File: src/pkg/umf_consts.vh
/*
  Constants of the multi-drop filtering serial port: register offsets, field positions,
  reset values and character size codes. Assumes inclusion by the design and the bench.
*/
`ifndef UMF_CONSTS_VH
`define UMF_CONSTS_VH

`define UMF_ADDR_W          3
`define UMF_OFF_DATA        3'h0
`define UMF_OFF_CSA         3'h1
`define UMF_OFF_CSB         3'h2
`define UMF_OFF_CSC         3'h3
`define UMF_OFF_BAUD        3'h4

`define UMF_CSA_RXC         7
`define UMF_CSA_TXC         6
`define UMF_CSA_UDRE        5
`define UMF_CSA_FE          4
`define UMF_CSA_DOR         3
`define UMF_CSA_FILT        0

`define UMF_CSB_RXEN        4
`define UMF_CSB_TXEN        3
`define UMF_CSB_SZ2         2
`define UMF_CSB_RX9         1
`define UMF_CSB_TX9         0

`define UMF_CSC_STOP2       3
`define UMF_CSC_SZ1         2
`define UMF_CSC_SZ0         1

`define UMF_CSC_RESET       8'h06
`define UMF_BAUD_RESET      8'h00
`define UMF_SIZE_NINE       3'h7

`define UMF_OVERSAMPLE      16
`define UMF_VOTE_A          4'h7
`define UMF_VOTE_B          4'h8
`define UMF_VOTE_C          4'h9

`endif

File: src/verilog/umf_serial_port.v
/*
  Serial transceiver core with multi-drop address filtering and a shared data
  location: transmit holding buffer on write, two-entry receive FIFO on read.
  Assumes one 40 MHz clock, a synchronous active-high reset and a CPU-side
  register port with read data valid in the cycle after the read strobe.
*/
// Notes on behaviour
// - With filtering on, frames without address indication are dropped.
// - For 5 to 8 data bits, first stop bit is the frame type.
// - For nine data bits, the ninth data bit is the frame type.
// - Frame type one means address frame, zero means data frame.
// - Transmitter ignores the filter bit entirely.
// - Address frame under filtering is stored and flags receive complete normally.
// - One data address: write fills transmit buffer, read returns receive buffer.
// - Unused upper bits ignored on transmit and returned zero on receive.
// - Data writes while the buffer-empty flag is clear are ignored.
// - Buffered data moves to empty shift register when enabled, then shifts out.
// - Receive buffer is a two-entry FIFO advanced by every data read while it holds an entry.
// - Filter bit is bit 0 of status register A, read-write, resets zero.
`timescale 1ns/1ps
`include "umf_consts.vh"

module umf_serial_port #(
  parameter OVERSAMPLE = `UMF_OVERSAMPLE
) (
  input  wire                   clk,
  input  wire                   reset,
  input  wire [`UMF_ADDR_W-1:0] regAddr,
  input  wire [7:0]             regWdata,
  input  wire                   regWrite,
  input  wire                   regRead,
  output reg  [7:0]             regRdata,
  input  wire                   serialInPin,
  output reg                    serialOutPin,
  output wire                   serialOutEn
);

  // Control registers
  reg        addrFilterMode_r;
  reg        txCompleteFlag_r;
  reg        rxEnable_r;
  reg        txEnable_r;
  reg        txNinthBit_r;
  reg [7:0]  ctrlC_r;
  reg [7:0]  baudDiv_r;
  reg        ctrlCsb2_r;

  // Last sample of a bit; 4-bit counters limit OVERSAMPLE to 16
  localparam integer PHASE_LAST_I = OVERSAMPLE - 1;
  localparam [3:0]   PHASE_LAST   = PHASE_LAST_I[3:0];

  wire [2:0] charSizeCode = {ctrlCsb2_r, ctrlC_r[`UMF_CSC_SZ1], ctrlC_r[`UMF_CSC_SZ0]};
  wire       nineBit      = (charSizeCode == `UMF_SIZE_NINE);
  wire [3:0] dataBits     = nineBit ? 4'h9 : ({1'b0, charSizeCode} + 4'h5);
  // Codes 4..6 are reserved; treat them as eight bits
  wire [3:0] dataBitsEff  = (charSizeCode > 3'h3 && !nineBit) ? 4'h8 : dataBits;
  wire       twoStop      = ctrlC_r[`UMF_CSC_STOP2];

  // Oversampling tick: one enable pulse per sample period
  // Divider zero ticks on every clock, the fastest bit rate
  reg  [7:0] baudCnt_r;
  wire       sampleTick = (baudCnt_r == 8'h00);
  always @(posedge clk) begin
    if (reset)
      baudCnt_r <= 8'h00;
    else if (sampleTick)
      baudCnt_r <= baudDiv_r;
    else
      baudCnt_r <= baudCnt_r - 8'h01;
  end

  // Bit tick for the transmitter: every OVERSAMPLE sample ticks
  reg  [3:0] txSub_r;
  wire       txBitTick = sampleTick && (txSub_r == PHASE_LAST);
  always @(posedge clk) begin
    if (reset)
      txSub_r <= 4'h0;
    else if (txBitTick)
      txSub_r <= 4'h0;
    else if (sampleTick)
      txSub_r <= txSub_r + 4'h1;
  end

  // Input synchroniser
  // Both stages reset to idle, so no false start follows reset
  reg rxSync1_r;
  reg rxSync2_r;
  always @(posedge clk) begin
    if (reset) begin
      rxSync1_r <= 1'b1;
      rxSync2_r <= 1'b1;
    end else begin
      rxSync1_r <= serialInPin;
      rxSync2_r <= rxSync1_r;
    end
  end

  wire dataWr = regWrite && (regAddr == `UMF_OFF_DATA);
  wire dataRd = regRead && (regAddr == `UMF_OFF_DATA);

  // Transmit path
  reg [8:0]  txHold_r;
  reg        txHoldFull_r;
  reg [10:0] txShift_r;
  reg [3:0]  txLeft_r;
  reg        txBusy_r;
  wire       dataRegEmptyFlag = !txHoldFull_r;
  // Mask of the valid data bits for the configured size
  wire [8:0] sizeMask = (9'h1FF >> (4'h9 - dataBitsEff));
  // Held data waits while the transmitter is off
  wire       txLoad   = txHoldFull_r && txEnable_r && !txBusy_r;

  always @(posedge clk) begin
    if (reset) begin
      txHold_r     <= 9'h000;
      txHoldFull_r <= 1'b0;
      txShift_r    <= 11'h7FF;
      txLeft_r     <= 4'h0;
      txBusy_r     <= 1'b0;
      serialOutPin <= 1'b1;
    end else begin
      if (dataWr && dataRegEmptyFlag) begin
        txHold_r     <= {txNinthBit_r, regWdata} & sizeMask;
        txHoldFull_r <= 1'b1;
      end else if (txLoad)
        txHoldFull_r <= 1'b0;
      // Filter bit deliberately plays no part here
      if (txLoad) begin
        txShift_r <= {2'h3, txHold_r};
        txLeft_r  <= dataBitsEff + (twoStop ? 4'h3 : 4'h2);
        txBusy_r  <= 1'b1;
        serialOutPin <= 1'b1;
      end else if (txBusy_r && txBitTick) begin
        if (txLeft_r == 4'h0) begin
          txBusy_r     <= 1'b0;
          serialOutPin <= 1'b1;
        end else begin
          // Start bit goes out first, then LSB-first data, then stop bits
          if (txLeft_r == dataBitsEff + (twoStop ? 4'h3 : 4'h2))
            serialOutPin <= 1'b0;
          else begin
            serialOutPin <= (txLeft_r > (twoStop ? 4'h2 : 4'h1)) ? txShift_r[0] : 1'b1;
            txShift_r    <= {1'b1, txShift_r[10:1]};
          end
          txLeft_r <= txLeft_r - 4'h1;
        end
      end
    end
  end
  // Pin stays driven until a frame under way has fully left
  assign serialOutEn = txEnable_r || txBusy_r;

  // Receive path: sample counter, majority vote, bit assembly
  reg [3:0]  rxPhase_r;
  reg [3:0]  rxBitIdx_r;
  reg        rxActive_r;
  reg [2:0]  rxVotes_r;
  reg [8:0]  rxShift_r;
  reg        rxDone_r;
  reg        rxStopVal_r;
  wire       vote = (rxVotes_r[0] & rxVotes_r[1]) | (rxVotes_r[0] & rxVotes_r[2])
                  | (rxVotes_r[1] & rxVotes_r[2]);

  always @(posedge clk) begin
    if (reset) begin
      rxPhase_r   <= 4'h0;
      rxBitIdx_r  <= 4'h0;
      rxActive_r  <= 1'b0;
      rxVotes_r   <= 3'h0;
      rxShift_r   <= 9'h000;
      rxDone_r    <= 1'b0;
      rxStopVal_r <= 1'b0;
    end else begin
      rxDone_r <= 1'b0;
      if (!rxEnable_r)
        rxActive_r <= 1'b0;
      else if (sampleTick) begin
        if (!rxActive_r) begin
          if (!rxSync2_r) begin
            rxActive_r <= 1'b1;
            rxPhase_r  <= 4'h1;
            rxBitIdx_r <= 4'h0;
          end
        end else begin
          rxPhase_r <= rxPhase_r + 4'h1;
          if (rxPhase_r == `UMF_VOTE_A)
            rxVotes_r[0] <= rxSync2_r;
          if (rxPhase_r == `UMF_VOTE_B)
            rxVotes_r[1] <= rxSync2_r;
          if (rxPhase_r == `UMF_VOTE_C)
            rxVotes_r[2] <= rxSync2_r;
          if (rxPhase_r == (`UMF_VOTE_C + 4'h1)) begin
            if (rxBitIdx_r == 4'h0) begin
              if (vote)
                rxActive_r <= 1'b0;  // Noise spike, not a start bit
            end else if (rxBitIdx_r <= dataBitsEff)
              rxShift_r[rxBitIdx_r - 4'h1] <= vote;
            else begin
              // Frame completes at the first stop bit; ready for next start
              rxStopVal_r <= vote;
              rxDone_r    <= 1'b1;
              rxActive_r  <= 1'b0;
            end
            rxBitIdx_r <= rxBitIdx_r + 4'h1;
          end
          // Phase zero is the first sample of the next bit
          if (rxPhase_r == PHASE_LAST)
            rxPhase_r <= 4'h0;
        end
      end
    end
  end

  // Frame type and filter decision at frame end
  wire [8:0] rxWord    = rxShift_r & sizeMask;
  wire       frameType = nineBit ? rxShift_r[8] : rxStopVal_r;
  wire       isAddress = frameType;
  wire       rxAccept  = rxDone_r && (isAddress || !addrFilterMode_r);

  // Two-entry receive FIFO: word, ninth bit, frame error
  reg [9:0] rxFifo_r [0:1];
  reg [1:0] rxCount_r;
  reg       rxHead_r;
  reg       overrun_r;
  wire      rxPop  = dataRd && (rxCount_r != 2'h0);
  // A full FIFO still takes a frame when a read frees the head that cycle
  wire      rxPush = rxAccept && ((rxCount_r != 2'h2) || rxPop);
  // Free slot: head when empty or full with the head being freed, else the other entry
  wire      headSel = (rxCount_r == 2'h1) ? ~rxHead_r : rxHead_r;

  // Turning the receiver off flushes the FIFO and its flags

  always @(posedge clk) begin
    if (reset || !rxEnable_r) begin
      rxCount_r <= 2'h0;
      rxHead_r  <= 1'b0;
      overrun_r <= 1'b0;
    end else begin
      if (rxPush)
        rxFifo_r[headSel] <= {~rxStopVal_r, rxWord};
      if (rxPop)
        rxHead_r <= ~rxHead_r;
      rxCount_r <= rxCount_r + {1'b0, rxPush} - {1'b0, rxPop};
      // Overrun clears with the read that makes room
      if (rxAccept && rxCount_r == 2'h2 && !rxPop)
        overrun_r <= 1'b1;
      else if (rxPop)
        overrun_r <= 1'b0;
    end
  end

  wire [9:0] rxHeadWord = (rxCount_r != 2'h0) ? rxFifo_r[rxHead_r] : 10'h000;
  wire       rxCompleteFlag = (rxCount_r != 2'h0);

  // Register writes
  // Complete only when no new data waits behind the finished frame
  wire txDoneEvt = txBusy_r && txBitTick && (txLeft_r == 4'h0) && !txHoldFull_r;
  always @(posedge clk) begin
    if (reset) begin
      addrFilterMode_r <= 1'b0;
      txCompleteFlag_r <= 1'b0;
      rxEnable_r       <= 1'b0;
      txEnable_r       <= 1'b0;
      ctrlCsb2_r       <= 1'b0;
      txNinthBit_r     <= 1'b0;
      ctrlC_r          <= `UMF_CSC_RESET;
      baudDiv_r        <= `UMF_BAUD_RESET;
    end else begin
      // Set wins over the write-one clear
      if (txDoneEvt)
        txCompleteFlag_r <= 1'b1;
      else if (regWrite && regAddr == `UMF_OFF_CSA && regWdata[`UMF_CSA_TXC])
        txCompleteFlag_r <= 1'b0;
      if (regWrite) begin
        case (regAddr)
          `UMF_OFF_CSA: begin
            addrFilterMode_r <= regWdata[`UMF_CSA_FILT];
          end
          `UMF_OFF_CSB: begin
            rxEnable_r   <= regWdata[`UMF_CSB_RXEN];
            txEnable_r   <= regWdata[`UMF_CSB_TXEN];
            ctrlCsb2_r   <= regWdata[`UMF_CSB_SZ2];
            txNinthBit_r <= regWdata[`UMF_CSB_TX9];
          end
          `UMF_OFF_CSC: begin
            ctrlC_r <= regWdata;
          end
          `UMF_OFF_BAUD: begin
            baudDiv_r <= regWdata;
          end
          default: begin
          end
        endcase
      end
    end
  end

  // Read mux: data valid the cycle after the strobe
  // Any data read while the FIFO holds an entry pops it, even one made only to poll
  reg [7:0] rdNxt;
  always @* begin
    rdNxt = 8'h00;
    case (regAddr)
      `UMF_OFF_DATA: rdNxt = rxHeadWord[7:0];
      `UMF_OFF_CSA: begin
        rdNxt[`UMF_CSA_RXC]  = rxCompleteFlag;
        rdNxt[`UMF_CSA_TXC]  = txCompleteFlag_r;
        rdNxt[`UMF_CSA_UDRE] = dataRegEmptyFlag;
        rdNxt[`UMF_CSA_FE]   = rxHeadWord[9];
        rdNxt[`UMF_CSA_DOR]  = overrun_r;
        rdNxt[`UMF_CSA_FILT] = addrFilterMode_r;
      end
      `UMF_OFF_CSB: begin
        rdNxt[`UMF_CSB_RXEN] = rxEnable_r;
        rdNxt[`UMF_CSB_TXEN] = txEnable_r;
        rdNxt[`UMF_CSB_SZ2]  = ctrlCsb2_r;
        rdNxt[`UMF_CSB_RX9]  = rxHeadWord[8];
        rdNxt[`UMF_CSB_TX9]  = txNinthBit_r;
      end
      `UMF_OFF_CSC:  rdNxt = ctrlC_r;
      `UMF_OFF_BAUD: rdNxt = baudDiv_r;
      default:       rdNxt = 8'h00;
    endcase
  end

  // Zero between reads, so nothing stale stands on the bus
  always @(posedge clk) begin
    if (reset)
      regRdata <= 8'h00;
    else if (regRead)
      regRdata <= rdNxt;
    else
      regRdata <= 8'h00;
  end

endmodule // umf_serial_port
File: config.mk
export PLATFORM = sky130hd
export DESIGN_NAME = umf_serial_port
export DESIGN_NICKNAME = d
export VERILOG_FILES = /design/src/verilog/umf_serial_port.v
export VERILOG_INCLUDE_DIRS = /design/src /design/src/pkg
export SDC_FILE = /design/constraint.sdc
export NUM_CORES = 1
export LEC_CHECK = 0
export BUFFER_PORTS_ARGS = -buffer_cell sky130_fd_sc_hd__buf_2
export CORE_UTILIZATION = 45
export DETAILED_ROUTE_END_ITERATION = 10
export HOLD_SLACK_MARGIN = 0.05
export SETUP_SLACK_MARGIN = 0.1
export SYNTH_ARGS = -nofsm -noshare
export SYNTH_HDL_FRONTEND = slang
export SYNTH_SLANG_ARGS = --single-unit
File: constraint.sdc
create_clock -name clk -period 8.8 [get_ports clk]
set_input_delay 1.76 -clock clk [delete_from_list [all_inputs] [get_ports clk]]
set_output_delay 1.76 -clock clk [all_outputs]
set_load 0.01 [all_outputs]
### After elaboration in Yosys (flattened, before gate mapping)

Memory sizes are Yosys's and may differ from the RTL's. A register that Yosys moved wholly into a read port is not among the register bits.
Index checks and enable logic that the tools add are counted.

* bits in writable memories: 20
* output and inout bits: 10
* bits in registers: 96
* bits of input ports: 16
* logic and storage cells: 193
* memories: 1

* $add $sub $neg: 11
* bitwise gates (word level): 16
* reductions and logical operators: 57
* muxes and demuxes: 52
* eq/ne operators: 19
* shift operators: 1
* order comparisons: 5

Memory list
* rxFifo_r: words 2, bits a word 10, rd ports 1, clocked after memory_dff 1, write ports 1, RTL line umf_serial_port.v:221 `reg [9:0] rxFifo_r [0:1];`

Operator list (number)
* $mux 4: 11
* $mux 9: 4
* $mux 1: 28
* $eq 4x4->1 const B: 5
* $and 9x9->9: 2
* $logic_and 1x1->1: 18
* $reduce_and 4->1: 4
* $add 4x1->4 const B: 3
* $pmux 3 s4: 1
* $reduce_and 2->1: 6
* $reduce_and 6->1: 2
* $reduce_bool 2->1: 6
* $mux 10: 1
* $pmux 2 s5: 1
* $bwmux 9: 1
* $not 1->1: 9
* $shr 9x4->9 const A: 1
* $logic_not 4->1: 2
* $logic_not 8->1: 1
* $mux 8: 1
* $pmux 2 s4: 1
* $reduce_or 2->1: 4
* $sub 4x1->4 const B: 2
* $sub 8x1->8 const B: 1
* other kinds (29): 46

### Logic depth before layout (Yosys ltp)

* depth after elaboration: 10
* depth in mapped cells: 12
* gate-level depth less buffers: 11

### Worst setup path before layout

No wires, ideal clock.

* kind: input to register
* start: input regAddr[2]
* end: memory rxFifo_r[0][0], enable pin
* slack: 4.681 ns
* arrival: 3.727 ns
* setup time: 0.392 ns
* stages: 7
* data required time: 8.408 ns
* cell sequence: clkbuf_1 > nor3_1 > and2b_1 > and2_0 > clkbuf_1 > o21ai_1 > nor3b_1

* word-level cells in the longest chain between the ends: 8

Ends and longest elaborated chain
* start: declaration: RTL line umf_serial_port.v:28 `` input wire [`UMF_ADDR_W-1:0] regAddr, ``
* $logic_not 3->1
* $logic_and 1x1->1: RTL line umf_serial_port.v:99 `` wire dataRd = regRead && (regAddr == `UMF_OFF_DATA); ``
* $logic_and 1x1->1: RTL line umf_serial_port.v:225 `wire rxPop = dataRd && (rxCount_r != 2'h0);`
* named net rxPop: RTL line umf_serial_port.v:225
* $logic_or 1x1->1: RTL line umf_serial_port.v:227 `wire rxPush = rxAccept && ((rxCount_r != 2'h2) || rxPop);`
* $logic_and 1x1->1: RTL line umf_serial_port.v:227
* $mux 1: RTL line umf_serial_port.v:239 `if (rxPush)`
* $mux 1: RTL line umf_serial_port.v:234 `if (reset || !rxEnable_r) begin`
* $mux 1 (not written as such): RTL line umf_serial_port.v:240 `rxFifo_r[headSel] <= {~rxStopVal_r, rxWord};`
* end: declaration: RTL line umf_serial_port.v:221

The timed path passes the listed nets, and every way through them passes these cells.

### Final worst setup path

* start: input regAddr[0]
* end: register rxCount_r[1]

* word-level cells in the longest chain between the ends: 7

Ends and longest elaborated chain
* $logic_not 3->1 *
* $logic_and 1x1->1 *: RTL line umf_serial_port.v:99
* $logic_and 1x1->1 *: RTL line umf_serial_port.v:225
* $logic_or 1x1->1: RTL line umf_serial_port.v:227
* $logic_and 1x1->1: RTL line umf_serial_port.v:227
* $add 2x1->2: RTL line umf_serial_port.v:243 `rxCount_r <= rxCount_r + {1'b0, rxPush} - {1'b0, rxPop};`
* $sub 2x1->2 *: RTL line umf_serial_port.v:243
* end signal: assignment: RTL line umf_serial_port.v:243
* end: declaration: RTL line umf_serial_port.v:222 `reg [1:0] rxCount_r;`

Mark *: on every way between the ends. The rest lies on a longest branch, timed or not.
A chain may end at the register's enable or synchronous reset.

==> summary.md <==
| Metric | Value |
|---|---|
| Status | finished, final reports clean |
| Family with the most delay on the worst path | simple AND/OR/NAND/NOR gates |
| PostCTS Resize Cnt | 0 |
| Routed Wire Length | 14400 um |
| Async SR Flop Fraction | 0% |
| Post-synth top area share | 33.0% |
| Starting density of the core | between 40% and 50% |
| Lkg Pwr | 2.42 nW |
| Initial antenna violation count | 0 |
| Top cells by area, synth | dfxtp_1 (33%), edfxtp_1 (10%), ha_1 (5.7%), mux2i_1 (4.9%), nand2_1 (4.6%) |
| Crit end category | flop |
| RSZ-0062 raised after global routing | false |
| Clk sinks | 117 |
| P_int | 994 uW |
| DR pass1 iterations | 7 |
| PwrDens | 208 mW/mm2 |
| Dpl cells | 815 |
| Sequential power share | 43.1% |
| Vias in the first global route | roughly 4400 |
| Global route overflow | 0 |
| Root Driver | clkbuf_16 |
| Pwr Total | 1.37 mW |
| CTS clock-pin slew for the worst setup and hold paths | 0.05 ns |
| Slowest CP cell | nor3_1 |
| Buffers on Ports | 25 |
| Drt wl/cell | 17.0 um |
| # setup viols final | 0 |
| Gate count after technology mapping | 646 |
| Number of flops mapped to enable cells by yosys | 20 |
| Fin Setup TNS | 0 ns |
| Cell taking the most area after synthesis | dfxtp_1 |
| Critical Path Max Stage Delay | 0.39 ns |
| Synth unique cells | 66 |
| Final ANT Viol Nets | 0 |
| Actual transition at the worst max-transition pin | 1.17 ns |
| # IOs | 26 |
| Ys flop type | dfxtp_1 |
| Buffers and inverters on the worst path | 2 |
| Row count | 41 |
| Register area share after synthesis | between 40% and 50% |
| CP Max Fanout | 15 |
| Element type at the critical path start | input port |
| GR Util All Layers | 23.1% |
| CTS max path bufs | 2 |
| Synth warn | 0 |
| DR DRC count | 0 |
| Clock power share | 42.8% |
| Max Clk Rate | about 0.27 GHz |
| Non-filler cells, final | 847 |
| Final Hold Viols | 0 |
| Area Growth Syn to Fin | 12.5% |
| Net Sw Frac | 27.6% |
| Layout cells sized above 1 | 11.3% |
| Post-synthesis register bit count | approximately 120 |
| Most numerous cell on the critical path | ha_1 |
| Die width | 116 um |
| Postcts setup bufs | 0 |
| Largest net degree at the start of global routing | 75 |
| Hold WC Path Type | reg -> reg |
| Mapped Avg Cell Area | 9.10 um2 |
| Core ar. | 0.0127 mm2 |
| Die height | 116 um |
| CP Class | in -> reg |
| Post-DP HPWL | between 10000 and 15000 um |
| Worst path arrival time | about 4 ns |
| Comb pwr share | 14.2% |
| Switching power | between 300 and 400 uW |
| Pins Over Slew Limit | 0 |
| Post-CTS Hold Buffers | 0 |
| Layout Nets | 705 |
| Inserted Diodes | 0 |
| Slew HR | 22.0% |
| Full die area | 0.0135 mm2 |
| Peak supply drop | between 0.1 and 0.15 mV |
| H-tree depth | 4 |
| Final GP Congestion | 0.888 |
| Final min period | 3.69 ns |
| First-pass GRT wire length | 23000 um |
| Synth Cell Area | 0.00588 mm2 |
| DR iter-0 viols | 344 |
| Clock Latency Late Sink | 0.42 ns |
| Maxcap violations | 0 |
| Clock Skews | around 0.0048 ns |
| Critical Path RT | 9.10 ns |
| Syn_nets | 689 |
| Vias | around 4700 |
| Fill count | 1184 |
| CTS tree | done |
| CTS buffer count | 17 |
| Via/cell ratio | 5.55 |
| Critical-path cell list | buf_2 -> nor3_1 -> and2b_1 -> and2_0 -> o21ai_1 -> ha_1 -> inv_1 -> ha_1 -> xor2_1 -> xnor2_1 -> nor2_1 |
| Tcrit/Tclk final | between 40% and 50% |
-- cell usage after synthesis (4+ instances only) --
| master | n |
|---|---|
| a211oi_1 | 12 |
| a21o_1 | 4 |
| a21oi_1 | 53 |
| a222oi_1 | 4 |
| and2_1 | 20 |
| and3_1 | 7 |
| clkbuf_1 | 28 |
| dfxtp_1 | 97 |
| edfxtp_1 | 20 |
| ha_1 | 27 |
| inv_1 | 22 |
| mux2_2 | 9 |
| mux2i_1 | 29 |
| nand2_1 | 72 |
| nand2b_1 | 11 |
| nand3_1 | 21 |
| nand3b_1 | 5 |
| nand4_1 | 10 |
| nor2_1 | 52 |
| nor2b_1 | 9 |
| nor3_1 | 20 |
| nor3b_1 | 4 |
| o21a_1 | 4 |
| o21ai_0 | 20 |
| o31ai_1 | 6 |
| xnor2_1 | 15 |
| xor2_1 | 5 |
-- stage by stage --
stage / area, um2 / hold slack (ns) / setup WS (ns) / utilization [%]
floorplan: 5880 / 0.389 / 4.68 / -
global placement: 6120 / 0.402 / 4.86 / 48.3
detailed placement: 6120 / 0.399 / 4.72 / 48.3
finish: 6610 / 0.412 / 5.11 / 52.2
global route: 6610 / 0.419 / 4.87 / 52.2
CTS: 6610 / 0.417 / 5.16 / 52.2
-- metal layers --
| layer | vias to the layer above | part of all wire (%) | track usage, % |
|---|---|---|---|
| met5 | - | 0 | 0 |
| met4 | 0 | 1.8 | 9.23 |
| met3 | 18 | 6.2 | 6.49 |
| met2 | 134 | 46 | 35.9 |
| met1 | 2223 | 46 | 30.3 |
| li1 | 2329 | - | - |
-- power by group through the flow --
stage | Sequential [mW] | Combinational (mW) | Clock (mW)
after global routing | 0.595 | 0.215 | 0.624
final | 0.591 | 0.194 | 0.587
after CTS | 0.590 | 0.194 | 0.597
after detailed placement | 0.601 | 0.194 | 0
after global placement | 0.600 | 0.190 | 0
after floorplan | 0.595 | 0.150 | 0
-- worst paths after layout --
check	depth (start not counted)	endpoint	slack [ns]	startpoint
min reg2reg	1	rxSync2_r	0.41	rxSync1_r
max reg2reg	9	txShift_r[3]	5.21	ctrlC_r[1]
min	1	rxSync2_r	0.41	rxSync1_r
max	11	rxCount_r[1]	5.11	regAddr[0]
-- final cells by class --
class	instances	area [um2]	area share, %
tap	172	215	3.26
clock inverter	8	38.8	0.587
multi-input combinational	476	3130	47.4
timing repair buffer	28	148	2.23
sequential	117	2540	38.5
clock buffer	24	452	6.83
inverter	22	82.6	1.25
-- flip-flops by register name, indices dropped and copies added (netlist names), 8 cells and up, named ones only --
signal / count
rxFifo_r: 20
rxShift_r: 9
txHold_r: 9
txShift_r: 9
baudCnt_r: 8
baudDiv_r: 8
ctrlC_r: 8
regRdata: 8
-- cells by family (layout without fill, tap and decap cells) --
group | count (synthesis) | count (layout) | share of synthesized area, %
AO/OA/AOI/OAI | 134 | 134 | 14.9
buffers and inverters | 53 | 82 | 3.45
adder cells (fa/ha/maj) | 28 | 28 | 5.92
AND/OR/NAND/NOR | 255 | 255 | 22.4
flip-flops | 117 | 117 | 43.3
XOR/XNOR | 21 | 21 | 3.36
multiplexers | 38 | 38 | 6.66
-- layout by cell type, fill, tap and decap left out, drive strengths merged, types with 10 or more instances in the layout --
| cell | Yosys | final |
|---|---|---|
| edfxtp | 20 | 20 |
| dfxtp | 97 | 97 |
| and2 | 21 | 21 |
| nand4 | 10 | 10 |
| nand3 | 22 | 22 |
| mux2i | 29 | 29 |
| clkbuf | 28 | 24 |
| inv | 22 | 22 |
| nand2 | 72 | 72 |
| buf | 3 | 28 |
| nor3 | 21 | 21 |
| nand2b | 11 | 11 |
| o21ai | 22 | 22 |
| ha | 27 | 27 |
| xnor2 | 15 | 15 |
| a21oi | 54 | 54 |
| a211oi | 15 | 15 |
| nor2 | 53 | 53 |
(Power assumes the default switching activity.)
